[src/occ_map.svh]
// Address map, field positions, reset values and mode codes of the
// output compare channel. Assumes byte addressing over a 32-bit APB.
`ifndef OCC_MAP_SVH
`define OCC_MAP_SVH

`define OCC_ADDR_W 8
`define OCC_ADDR_CTRL 8'h00
`define OCC_ADDR_PRI 8'h04
`define OCC_ADDR_SEC 8'h08

`define OCC_F_MODE 2:0
`define OCC_F_TSEL 3
`define OCC_F_FLT 4
`define OCC_F_IDLE 13
`define OCC_CTRL_WMASK 16'h200f
`define OCC_CTRL_RST 16'h0000
`define OCC_ZERO16 16'h0000
`define OCC_ZERO32 32'h0000_0000

`define OCC_MODE_OFF 3'h0
`define OCC_MODE_SET_HI 3'h1
`define OCC_MODE_SET_LO 3'h2
`define OCC_MODE_TOGGLE 3'h3
`define OCC_MODE_PULSE1 3'h4
`define OCC_MODE_PULSEN 3'h5
`define OCC_MODE_PWM 3'h6
`define OCC_MODE_PWM_FLT 3'h7

`endif

[src/occ_pkg.sv]
// Types shared by the output compare channel.
// Assumes occ_map.svh supplies the address width.
`include "occ_map.svh"

package occ_pkg;

    typedef struct packed {
        logic psel;
        logic penable;
        logic pwrite;
        logic [`OCC_ADDR_W-1:0] paddr;
        logic [31:0] pwdata;
    } occ_apb_req_s;

    typedef enum logic [1:0] {
        PULSE_WAIT_RISE,
        PULSE_WAIT_FALL,
        PULSE_DONE
    } occ_pulse_e;

endpackage

[src/occ_output_compare.sv]
// One output compare channel with an APB register slave.
// Assumes timer counts, idle and fault inputs are synchronous to clk_sys.
`include "occ_map.svh"

module occ_output_compare (
    // Clock and reset
    input wire logic clk_sys,
    input wire logic reset_n,
    // APB slave
    input occ_pkg::occ_apb_req_s apb_req,
    output logic [31:0] prdata,
    output logic pready,
    output logic pslverr,
    // Time bases and system state
    input wire logic [15:0] timer2_count,
    input wire logic [15:0] timer3_count,
    input wire logic cpu_idle,
    input wire logic fault_input_a,
    // Compare output and event
    output logic compare_output_pin,
    output logic pin_drive_en,
    output logic compare_irq
);

    function automatic logic [1:0] occ_decode(
        input logic [`OCC_ADDR_W-1:0] addr
    );
        // 0 control, 1 primary, 2 secondary, 3 unmapped
        case (addr)
            `OCC_ADDR_CTRL: occ_decode = 2'h0;
            `OCC_ADDR_PRI: occ_decode = 2'h1;
            `OCC_ADDR_SEC: occ_decode = 2'h2;
            default: occ_decode = 2'h3;
        endcase
    endfunction

    logic [15:0] ctrl;
    logic [15:0] primary_compare_value;
    logic [15:0] secondary_compare_value;
    logic pwm_fault_flag;
    logic eq_pri_q;
    logic eq_sec_q;
    logic zero_q;
    logic fault_q;
    occ_pkg::occ_pulse_e pulse_state;
    occ_pkg::occ_pulse_e next_pulse_state;
    logic next_pin;
    logic next_irq;

    // Bus decode
    wire [1:0] sel = occ_decode(apb_req.paddr);
    wire setup = apb_req.psel & ~apb_req.penable;
    wire fire = apb_req.psel & apb_req.penable & pready;
    wire wr = fire & apb_req.pwrite & (sel != 2'h3);
    wire ctrl_wr = wr & (sel == 2'h0);
    wire pri_wr = wr & (sel == 2'h1);
    wire sec_wr = wr & (sel == 2'h2);
    wire [15:0] wdata = apb_req.pwdata[15:0];
    wire [15:0] ctrl_new = wdata & `OCC_CTRL_WMASK;
    wire [15:0] ctrl_rd = ctrl | (16'(pwm_fault_flag) << `OCC_F_FLT);
    wire [15:0] rd_mux = (sel == 2'h0) ? ctrl_rd :
                         (sel == 2'h1) ? primary_compare_value :
                         (sel == 2'h2) ? secondary_compare_value :
                         `OCC_ZERO16;

    // Mode and time base selection
    wire [2:0] compare_mode_sel = ctrl[`OCC_F_MODE];
    wire [2:0] new_mode = ctrl_new[`OCC_F_MODE];
    wire timebase_select = ctrl[`OCC_F_TSEL];
    wire idle_halt_sel = ctrl[`OCC_F_IDLE];
    wire [15:0] tmr = timebase_select ? timer3_count : timer2_count;
    wire run = ~(idle_halt_sel & cpu_idle);

    // Matches are taken once, on the count's arrival at the value,
    // so a stopped timer does not keep re-triggering.
    wire eq_pri = (tmr == primary_compare_value);
    wire eq_sec = (tmr == secondary_compare_value);
    wire match_pri = run & eq_pri & ~eq_pri_q;
    wire match_sec = run & eq_sec & ~eq_sec_q;
    wire period_start = run & (tmr == `OCC_ZERO16) & ~zero_q;
    wire is_pwm = (compare_mode_sel == `OCC_MODE_PWM) |
                  (compare_mode_sel == `OCC_MODE_PWM_FLT);
    wire flt_mode = (compare_mode_sel == `OCC_MODE_PWM_FLT);
    wire fault_fall = fault_q & ~fault_input_a;
    wire fault_event = run & flt_mode & fault_fall;
    wire pwm_load = run & is_pwm & period_start;
    wire pin_rise = next_pin & ~compare_output_pin;
    wire pin_fall = ~next_pin & compare_output_pin;

    // Pin and pulse sequencing
    always_comb begin
        next_pin = compare_output_pin;
        next_pulse_state = pulse_state;
        if (ctrl_wr) begin
            next_pulse_state = occ_pkg::PULSE_WAIT_RISE;
            case (new_mode)
                `OCC_MODE_OFF: next_pin = compare_output_pin;
                `OCC_MODE_SET_HI: next_pin = 1'b0;
                `OCC_MODE_SET_LO: next_pin = 1'b1;
                `OCC_MODE_TOGGLE: next_pin = compare_output_pin;
                `OCC_MODE_PULSE1: next_pin = 1'b0;
                `OCC_MODE_PULSEN: next_pin = 1'b0;
                default: next_pin = (primary_compare_value != `OCC_ZERO16);
            endcase
        end else begin
            case (compare_mode_sel)
                `OCC_MODE_SET_HI: begin
                    if (match_pri) next_pin = 1'b1;
                end
                `OCC_MODE_SET_LO: begin
                    if (match_pri) next_pin = 1'b0;
                end
                `OCC_MODE_TOGGLE: begin
                    if (match_pri) next_pin = ~compare_output_pin;
                end
                `OCC_MODE_PULSE1, `OCC_MODE_PULSEN: begin
                    case (pulse_state)
                        occ_pkg::PULSE_WAIT_RISE: begin
                            if (match_pri) begin
                                next_pin = 1'b1;
                                next_pulse_state = occ_pkg::PULSE_WAIT_FALL;
                            end
                        end
                        occ_pkg::PULSE_WAIT_FALL: begin
                            if (match_sec) begin
                                next_pin = 1'b0;
                                // Single pulse parks, continuous rearms
                                next_pulse_state =
                                    (compare_mode_sel == `OCC_MODE_PULSEN) ?
                                    occ_pkg::PULSE_WAIT_RISE :
                                    occ_pkg::PULSE_DONE;
                            end
                        end
                        default: next_pulse_state = occ_pkg::PULSE_DONE;
                    endcase
                end
                `OCC_MODE_PWM, `OCC_MODE_PWM_FLT: begin
                    // In flt_mode a latched fault keeps the output low
                    if (flt_mode & (pwm_fault_flag | fault_event)) begin
                        next_pin = 1'b0;
                    end else if (pwm_load) begin
                        next_pin = (secondary_compare_value != `OCC_ZERO16);
                    end else if (match_pri) begin
                        next_pin = 1'b0;
                    end
                end
                default: next_pin = compare_output_pin;
            endcase
        end
    end

    // Interrupt events per mode; setting up a mode is not an event
    always_comb begin
        next_irq = 1'b0;
        if (!ctrl_wr) begin
            case (compare_mode_sel)
                `OCC_MODE_SET_HI: next_irq = pin_rise;
                `OCC_MODE_SET_LO: next_irq = pin_fall;
                `OCC_MODE_TOGGLE: next_irq = pin_rise | pin_fall;
                `OCC_MODE_PULSE1: next_irq = pin_fall;
                `OCC_MODE_PULSEN: next_irq = pin_fall;
                `OCC_MODE_PWM: next_irq = 1'b0;
                `OCC_MODE_PWM_FLT: next_irq = fault_event;
                default: next_irq = 1'b0;
            endcase
        end
    end

    // APB answers one cycle after setup: no wait states
    always_ff @(posedge clk_sys or negedge reset_n) begin
        if (!reset_n) begin
            pready <= 1'b0;
            pslverr <= 1'b0;
            prdata <= `OCC_ZERO32;
        end else begin
            pready <= setup;
            pslverr <= setup & (sel == 2'h3);
            prdata <= setup ? {16'h0000, rd_mux} : `OCC_ZERO32;
        end
    end

    // Registers; software writes win over the period reload
    always_ff @(posedge clk_sys or negedge reset_n) begin
        if (!reset_n) begin
            ctrl <= `OCC_CTRL_RST;
            primary_compare_value <= `OCC_ZERO16;
            secondary_compare_value <= `OCC_ZERO16;
        end else begin
            if (ctrl_wr) ctrl <= ctrl_new;
            if (pri_wr) begin
                primary_compare_value <= wdata;
            end else if (pwm_load) begin
                primary_compare_value <= secondary_compare_value;
            end
            if (sec_wr) secondary_compare_value <= wdata;
        end
    end

    // Fault flag: set wins, cleared by hardware at a PWM period start with the fault gone
    always_ff @(posedge clk_sys or negedge reset_n) begin
        if (!reset_n) begin
            pwm_fault_flag <= 1'b0;
        end else if (fault_event) begin
            pwm_fault_flag <= 1'b1;
        end else if (pwm_load & fault_input_a) begin
            pwm_fault_flag <= 1'b0;
        end
    end

    // Channel state and outputs
    always_ff @(posedge clk_sys or negedge reset_n) begin
        if (!reset_n) begin
            eq_pri_q <= 1'b0;
            eq_sec_q <= 1'b0;
            zero_q <= 1'b0;
            fault_q <= 1'b1;
            pulse_state <= occ_pkg::PULSE_WAIT_RISE;
            compare_output_pin <= 1'b0;
            pin_drive_en <= 1'b0;
            compare_irq <= 1'b0;
        end else begin
            eq_pri_q <= eq_pri;
            eq_sec_q <= eq_sec;
            zero_q <= (tmr == `OCC_ZERO16);
            fault_q <= fault_input_a;
            pulse_state <= next_pulse_state;
            compare_output_pin <= next_pin;
            pin_drive_en <= ctrl_wr ? (new_mode != `OCC_MODE_OFF) :
                            (compare_mode_sel != `OCC_MODE_OFF);
            compare_irq <= next_irq;
        end
    end
endmodule // occ_output_compare

[config.mk]
export PLATFORM = sky130hd
export DESIGN_NAME = occ_output_compare
export DESIGN_NICKNAME = d
export VERILOG_FILES = /design/src/occ_pkg.sv /design/src/occ_output_compare.sv
export VERILOG_INCLUDE_DIRS = /design/src
export SDC_FILE = /design/constraint.sdc
export NUM_CORES = 1
export LEC_CHECK = 0
export ABC_AREA = 1
export BUFFER_PORTS_ARGS = -buffer_cell sky130_fd_sc_hd__buf_2
export CAP_MARGIN = 10
export CORE_ASPECT_RATIO = 0.7
export CORE_MARGIN = 2
export CORE_UTILIZATION = 55
export CTS_BUF_LIST = sky130_fd_sc_hd__clkbuf_4
export CTS_CLUSTER_DIAMETER = 120
export DETAILED_ROUTE_END_ITERATION = 16
export PLACE_DENSITY = 0.83
export SYNTH_ARGS = -nofsm -noshare
export SYNTH_HDL_FRONTEND = slang
export SYNTH_SLANG_ARGS = --single-unit
[constraint.sdc]
create_clock -name clk_sys -period 4 [get_ports clk_sys]
set_clock_uncertainty 0.2 [all_clocks]
set_input_delay 0.8 -clock clk_sys [delete_from_list [all_inputs] [get_ports clk_sys]]
set_output_delay 0.8 -clock clk_sys [all_outputs]
set_load 0.01 [all_outputs]
==> flow_summary.ini, run 1 <==
[grt]
grt_usage_pct = 30.5
grt_pass1_wl_um = 19500
grt_overflow = 0
antenna_found_initial = 0
grt_max_degree = 41
grt_pass1_vias = 3895

[final_layout]
final_common_cell = nand2_1
nets = 770
area_growth_pct = 13.6
drive_above_1_share_pct = 20.2
antenna_cells = 0
layout_common_cells = nand2_1, inv_1, buf_2
fin_cells = 791

[synthesis]
async_flop_share_pct = 100
synth_area_leaders = dfrtp_1, nand2_1, inv_1
seq_area_frac_synth_pct = 38.5
synth_edf_count = 0
yosys_warnings = 0
netlist_area_um2 = 4230
synth_top_area_cell = dfrtp_1
postSynthCellCount = 603
yosysTopAreaCellShare_pct = 37.8
synth_seq_cells = 65
ys.flop_type = dfrtp_1
syn_avg_cell_area_um2 = 7.02
yosysUniqueCellTypes = 44

[sta]
setup_slack_ns = 0.447
slew_headroom_pct = 39.9
clock.fmax_mhz = 281
rsz0062_at_grt = false
period_needed_ns = 3.55
hold_slack_ns = 0.296
hold_violations = 0
fin_crit_sh_pct = 88.8
tns_ns = 0
worst_pin_slew_ns = 0.901
slew_viol_final = 0
setup_viol = 0

[critical_path]
cp_common_cell = nand2_1
crit_slowest_cell = dfrtp_1
start_kind = flip-flop
critPathRequiredTime_ns = 4.16
cp.arrival_ns = 3.71
cp-end-kind = flip-flop
worst-setup-path-type = flip-flop to flip-flop
crit_path_max_fanout = 15
max_stage_delay_ns = 0.46
path_cells = buf_4 -> nand2_1 -> nand2_1 -> inv_1 -> o21ai_0 -> or2_0 -> nor3_2 -> nand3_1 -> ha_1 -> nand2_1 -> o211ai_1 -> nor2_1 -> nand2_1 -> inv_1 -> nand2_1 -> nand2_2 -> inv_1 -> ha_1 -> o31ai_1 -> a21oi_1 -> a21oi_2

[placed_design]
dp_cells = 775
place.gp.congestion = 0.992
hpwl_um = 9510
place_ws_ns = 0.326
port_buffers = 83

[floorplanning]
initial_core_util_pct = 57.3
rows = 26
die-area_um2 = 8420
fp.coreArea_um2 = 7380
die_h_um = 77.4
io_pins = 116
die_x_um = 109

[cts]
cts-root-buf = clkbuf_4
postCtsSetupBuffers = 0
cts_hold_buf = 0
cts_sinks = 65
cts_resized = 0
cts_buffer_depth = 2
cts.clk_slew.worst_paths_ns = 0.11
clk_latency_ns = 0.42
cts.htree.levels = 3
cts_tree = yes
cts_buffers = 9

[pwr]
p_per_area_nw_per_um2 = 299
total_power_mw = 1.44
peakVddDrop_uv = 211
leakage_nw = 2.63

[route]
wl_per_cell_um = 15.9
drt_iter0_drc = 530
final_antenna_net_count = 0
first_pass_iters = 7
vias = 4396
drc = 0
post_drt_via_cell_ratio = 5.56
routed_wl_um = 12600

[run]
max-cap-violations = 0

[status]
status = finished, final reports clean

[hold_path]
hp-class = input port to asynchronous set/reset pin
-- report_power, final --
group	switching (mW)	internal, mW	leakage [nW]	total (mW)
clock	0.246	0.258	0.0878	0.504
combinational	0.155	0.0888	1.76	0.244
sequential	0.0159	0.676	0.785	0.692
-- kinds of logic (layout without fill, tap and decap cells) --
group | Yosys count | after routing | share of synthesized area [%]
other | 1 | 16 | 0.0886
adder cells (fa/ha/maj) | 3 | 3 | 0.887
AND/OR/NAND/NOR | 308 | 308 | 30.9
AO/OA/AOI/OAI | 82 | 82 | 13.0
flip-flops | 65 | 65 | 38.5
buffers and inverters | 135 | 210 | 14.8
XOR/XNOR | 9 | 9 | 1.86
-- per-stage QoR --
| stage | util [%] | instance area (µm²) |
|---|---|---|
| CTS | 65.1 | 4810 |
| global placement | 63.0 | 4650 |
| detailed placement | 63.0 | 4650 |
| global route | 65.1 | 4810 |
| finish | 65.1 | 4810 |
| floorplan | - | 4290 |
-- critical path, delay by kind of cell (launching register included) --
| family | cells | cell delay (ns) |
|---|---|---|
| flops | 1 | 0.46 |
| buf+inv | 4 | 0.45 |
| compound gates | 5 | 0.62 |
| fa+ha+maj | 2 | 0.59 |
| simple gates | 10 | 1.19 |
-- sequential cells by signal (all words and copies together) (netlist names), 2 cells and up --
signal and cells:
ctrl 5, secondary_compare_value 16, primary_compare_value 16, prdata 16, pulse_state 2
-- synth_stat cells, types with 3 or more instances --
cell and n:
buf_4 17, o21ai_0 25, clkbuf_1 7, nor3_1 7
nor4_1 4, o221ai_2 5, ha_1 3, xor2_1 9
nor2_1 51, nand2_1 187, o221ai_1 13, nand3_1 30
inv_2 6, a21oi_1 22, buf_6 5, dfrtp_1 64
nand4_1 8, nand2_2 12, inv_1 95
-- path summary, 6_finish.rpt --
path	start	end	cells past startpoint	slack, ns
hold / removal	reset_n	prdata[7]	1	0.30
min in group clk_sys	fault_input_a	fault_q	1	0.30
setup reg to reg	ctrl[3]	compare_irq	21	0.45
setup / recovery	ctrl[3]	compare_irq	21	0.45
max in group asynchronous	reset_n	fault_q	2	2.37
hold reg to reg	pulse_state[0]	pulse_state[0]	2	0.32
-- layer usage --
metal	global-route usage, %	part of all wire [%]	up-vias
met5	0	0	-
met4	6.67	1.4	0
met3	5.80	12	24
met2	42.6	41	313
met1	48.7	46	2016
li1	-	-	2043
-- layout make-up --
| class | instances | area, µm² |
|---|---|---|
| Timing Repair Buffer | 91 | 475 |
| Fill cell | 660 | 2570 |
| Sequential cell | 65 | 1630 |
| Clock buffer | 10 | 75.1 |
| Multi-Input combinational cell | 418 | 2030 |
| Tap cell | 98 | 123 |
| Clock inverter | 6 | 82.6 |
| Inverter | 103 | 392 |
Power figures use the tool's default switching activity.
==> run 2: changes to the inputs <==
--- a/config.mk
+++ b/config.mk
@@ -15,6 +15,7 @@
 export CTS_BUF_LIST = sky130_fd_sc_hd__clkbuf_4
 export CTS_CLUSTER_DIAMETER = 120
 export DETAILED_ROUTE_END_ITERATION = 16
+export MAX_ROUTING_LAYER = met4
 export PLACE_DENSITY = 0.83
 export SYNTH_ARGS = -nofsm -noshare
 export SYNTH_HDL_FRONTEND = slang
==> run 2 against run 1 <==
Cell count did not move. Wire length fell by 3.9%. Critical endpoint unchanged. Power shrank 4.1%. Via count shrank 4.7%.
==> flow_summary.ini, run 2 (same netlist as run 1, synthesis figures left out) <==
[pwr]
power_frac_seq_pct = 50.1
intPower_mw = 0.954
pwr-share-clk_pct = 32.4
total_power_mw = 1.38
switching_share_pct = 30.9
combPwrFrac_pct = 17.5
peakVddDrop_uv = 233
switchingPower_mw = 0.427
leakage_nw = 2.61
p_per_area_nw_per_um2 = 288

[cts]
cts.clk_slew.worst_paths_ns = 0.11
cts_sinks = 65
clk_latency_ns = 0.43
cts_hold_buf = 0
cts-root-buf = clkbuf_4
cts_tree = yes
cts_buffer_depth = 2
postCtsSetupBuffers = 0
cts_buffers = 9
cts_resized = 0
cts.htree.levels = 3

[critical_path]
start_kind = flip-flop
crit_path_max_fanout = 18
cp-end-kind = flip-flop
reg2reg_slack_ns = 0.50
path_cells = buf_4 -> nand2_1 -> nand2_1 -> inv_1 -> o21ai_0 -> or2_0 -> nor3_2 -> nand3_1 -> ha_1 -> nand2_1 -> o211ai_1 -> nor2_1 -> nand2_1 -> inv_1 -> nand2_1 -> nand2_2 -> inv_1 -> ha_1 -> o31ai_1 -> a21oi_1 -> a21oi_2
worst-setup-path-type = flip-flop to flip-flop
crit_slowest_cell = dfrtp_1
cp_common_cell = nand2_1
max_stage_delay_ns = 0.45
critPathRequiredTime_ns = 4.16
cp.arrival_ns = 3.66

[sta]
worst_pin_slew_ns = 0.939
setup_viol = 0
period_needed_ns = 3.50
fin_crit_sh_pct = 87.6
rsz0062_at_grt = false
slew_headroom_pct = 37.4
clock.fmax_mhz = 285
tns_ns = 0
setup_slack_ns = 0.496
slew_viol_final = 0
hold_violations = 0

[route]
post_drt_via_cell_ratio = 5.30
drc = 0
wl_per_cell_um = 15.3
vias = 4190
final_antenna_net_count = 0
routed_wl_um = 12100
drt_iter0_drc = 411
first_pass_iters = 5

[grt]
grt_usage_pct = 31.2
grt_max_degree = 42
grt_pass1_vias = 3836
antenna_found_initial = 0
grt_pass1_wl_um = 19200
grt_overflow = 0

[final_layout]
finalInstanceArea_um2 = 4790
reg.largest.list = prdata: 16 flops, primary_compare_value: 16 flops, secondary_compare_value: 16 flops
nets = 770
layout_common_cells = nand2_1, inv_1, buf_2
fin_cells = 791
area_growth_pct = 13.2
antenna_cells = 0
drive_above_1_share_pct = 20.2
final_common_cell = nand2_1

[floorplanning]
fp.coreArea_um2 = 7380
io_pins = 116
die_h_um = 77.4
die-area_um2 = 8420
die_x_um = 109
rows = 26
initial_core_util_pct = 57.3

[hold_path]
hp-class = input port to flip-flop

[placed_design]
dp_cells = 775
port_buffers = 83
place_ws_ns = 0.325
place.gp.congestion = 1.05
hpwl_um = 9320
placed_cell_area_um2 = 4650

[status]
status = finished, final reports clean

[run]
max-cap-violations = 0
[run 2: changes by cell type in the layout (fill, tap and decap cells not counted)]
cell | previous run | this run
clkinvlp_4 | 0 | 3
bufinv_16 | 2 | 1
clkbuf_4 | 10 | 9
clkinv_2 | 2 | 1
clkinv_4 | 1 | 0
inv_6 | 1 | 2
[run 2: critical path: cells and delay by family, from the launching register on]
kind	cells	cell delay, ns
AND/OR/NAND/NOR	10	1.16
flip-flops	1	0.45
adder cells (fa/ha/maj)	2	0.60
buffers and inverters	4	0.44
AO/OA/AOI/OAI	5	0.59
[run 2: metrics by stage]
stage | hold WS [ns] | utilization, %
after global routing | 0.273 | 64.9
after global placement | 0.292 | 63.0
final | 0.288 | 64.9
after floorplan | 0.275 | -
after CTS | 0.275 | 64.9
after detailed placement | 0.313 | 63.0
[run 2: area by class of cell]
class / instances / area, µm²
inverters: 103 / 392
clock inverters: 7 / 70.1
multi-input cells: 418 / 2030
repair buffers: 91 / 475
clock buffers: 9 / 67.6
flip-flops and latches: 65 / 1630
fillers: 667 / 2590
well taps: 98 / 123
[run 2: routing by layer]
| metal | routed length (µm) | up-vias | track usage, % | part of all wire [%] |
|---|---|---|---|---|
| li1 | - | 2044 | - | - |
| met1 | 5500 | 1891 | 47.5 | 45 |
| met2 | 4840 | 241 | 41.4 | 40 |
| met3 | 1600 | 14 | 7.14 | 13 |
| met4 | 145 | 0 | 8.21 | 1.2 |
| met5 | 0 | - | - | 0 |
[run 2: path summary, 6_finish.rpt]
kind,end,cells past startpoint,startpoint
min reg2reg,pulse_state[0],2,pulse_state[0]
max in group asynchronous,fault_q,2,reset_n
min in group asynchronous,secondary_compare_value[15],1,reset_n
max reg2reg,compare_irq,21,ctrl[3]
max,compare_irq,21,ctrl[3]
min,fault_q,1,fault_input_a
[run 2: power by group through the flow]
stage	registers (mW)	logic [mW]	clock network (mW)
after floorplan	0.704	0.159	0
after global placement	0.703	0.232	0
after detailed placement	0.704	0.239	0
after CTS	0.691	0.241	0.455
after global routing	0.695	0.279	0.482
final	0.692	0.242	0.447
==> run 3: changes to the inputs <==
--- a/config.mk
+++ b/config.mk
@@ -16,7 +16,7 @@
 export CTS_CLUSTER_DIAMETER = 120
 export DETAILED_ROUTE_END_ITERATION = 16
 export MAX_ROUTING_LAYER = met4
-export PLACE_DENSITY = 0.83
+export PLACE_DENSITY = 0.82
 export SYNTH_ARGS = -nofsm -noshare
 export SYNTH_HDL_FRONTEND = slang
 export SYNTH_SLANG_ARGS = --single-unit
==> run 3 against run 2 <==
Die area did not move. Via count rose by 3.3%. Combinational power barely moved. Worst setup slack got worse by 0.071 ns. Sequential power barely moved. Highest routed layer unchanged.
==> flow_summary.ini, run 3 (same netlist as run 1, synthesis figures left out) <==
[route]
drt_iter0_drc = 437
wl_per_cell_um = 16.4
vias = 4328
routed_wl_um = 12900
post_drt_via_cell_ratio = 5.48
drc = 0
final_antenna_net_count = 0
first_pass_iters = 4

[grt]
grt_usage_pct = 32.8
antenna_found_initial = 0
grt_pass1_vias = 3882
grt_pass1_wl_um = 20100
grt_max_degree = 48
grt_overflow = 0

[cts]
cts-root-buf = clkbuf_4
cts.htree.levels = 3
cts_buffers = 9
cts_sinks = 65
cts_tree = yes
cts.clk_slew.worst_paths_ns = 0.12
cts_hold_buf = 0
clk_latency_ns = 0.42
cts_buffer_depth = 2

[floorplanning]
io_pins = 116
initial_core_util_pct = 57.3
die_x_um = 109
rows = 26
fp.coreArea_um2 = 7380
die-area_um2 = 8420
die_h_um = 77.4

[sta]
clock.fmax_mhz = 280
slew_headroom_pct = 59.4
hold_slack_ns = 0.103
tns_ns = 0
period_needed_ns = 3.57
setup_viol = 0
worst_pin_slew_ns = 0.609
rsz0062_at_grt = false
fin_crit_sh_pct = 89.4
slew_viol_final = 0
hold_violations = 0

[critical_path]
cp-end-kind = flip-flop
cp.arrival_ns = 3.72
critPathRequiredTime_ns = 4.15
crit_path_max_fanout = 8
crit_family = simple AND/OR/NAND/NOR gates
start_kind = flip-flop
path_cells = buf_4 -> nand2_1 -> nand2_1 -> nand2_1 -> o21ai_0 -> nor2_1 -> nand3_1 -> nor3_2 -> nand3_1 -> ha_1 -> nand2_1 -> o211ai_1 -> nor2_1 -> nand2_1 -> inv_1 -> nand2_1 -> nand2_2 -> inv_1 -> ha_1 -> o31ai_1 -> a21oi_1 -> a21oi_2
worst-setup-path-type = flip-flop to flip-flop
crit_slowest_cell = dfrtp_2
cp_common_cell = nand2_1
max_stage_delay_ns = 0.53
cp_num_buf_inv = 3

[final_layout]
finalInstanceArea_um2 = 4780
reg.largest.list = prdata: 16 flops, primary_compare_value: 16 flops, secondary_compare_value: 16 flops
multiInputGateArea_um2 = 2030
fin_cells = 790
drive_above_1_share_pct = 20.4
antenna_cells = 0
layout_common_cells = nand2_1, inv_1, buf_2
register_area_um2 = 1630
area_growth_pct = 12.9
nets = 770
final_common_cell = nand2_1
fillCellCount = 660

[placed_design]
hpwl_um = 9960
place.gp.congestion = 1.01
dp_cells = 775
placed_cell_area_um2 = 4650
port_buffers = 83

[pwr]
total_power_mw = 1.38
peakVddDrop_uv = 219
p_per_area_nw_per_um2 = 289
leakage_nw = 2.62

[run]
max-cap-violations = 0

[hold_path]
hp-class = input port to asynchronous set/reset pin

[status]
status = finished, final reports clean
run 3: final cells by class:
type                            instances  area share, %
Clock buffer                           11           1.73
Clock inverter                          4          0.942
Inverter                              103           8.19
Multi-Input combinational cell        418           42.6
Sequential cell                        65           34.1
Tap cell                               98           2.56
Timing Repair Buffer                   91           9.95
run 3: metal layers:
layer  wire (µm)  track usage, %  up-vias
met2        5100            43.1      270
li1            -               -     2048
met5           0               -        -
met4         180            7.05        0
met3        1730            8.57       21
met1        5940            50.6     1989
run 3: path summary, 6_finish.rpt:
kind                                          startpoint          end  slack (ns)  cells past startpoint
worst min-delay path                             reset_n    prdata[8]        0.10                      1
min in group clk_sys                       fault_input_a      fault_q        0.30                      1
worst max register to register                   ctrl[3]  compare_irq        0.43                     22
worst max-delay path                             ctrl[3]  compare_irq        0.43                     22
max in group asynchronous                        reset_n      ctrl[3]        2.49                      2
worst min register to register  primary_compare_value[9]    prdata[9]        0.34                      2
run 3: per-stage QoR:
stage	utilization, %	worst slack [ns]
final	64.7	0.426
after global placement	63.0	0.303
after CTS	64.7	0.304
after detailed placement	63.0	0.288
after global routing	64.7	0.139
after floorplan	-	0.814
run 3: where the power goes:
part / total [mW] / switching (mW) / internal, mW / leakage [nW]
registers: 0.693 / 0.0167 / 0.676 / 0.785
clock network: 0.444 / 0.246 / 0.199 / 0.0765
logic: 0.245 / 0.156 / 0.0891 / 1.76
run 3: timing repair:
item,CTS,global route
setup buffers,0,0
endpoints found under the hold margin,0,0
endpoints found under the setup margin,0,1
gates resized for setup,0,1
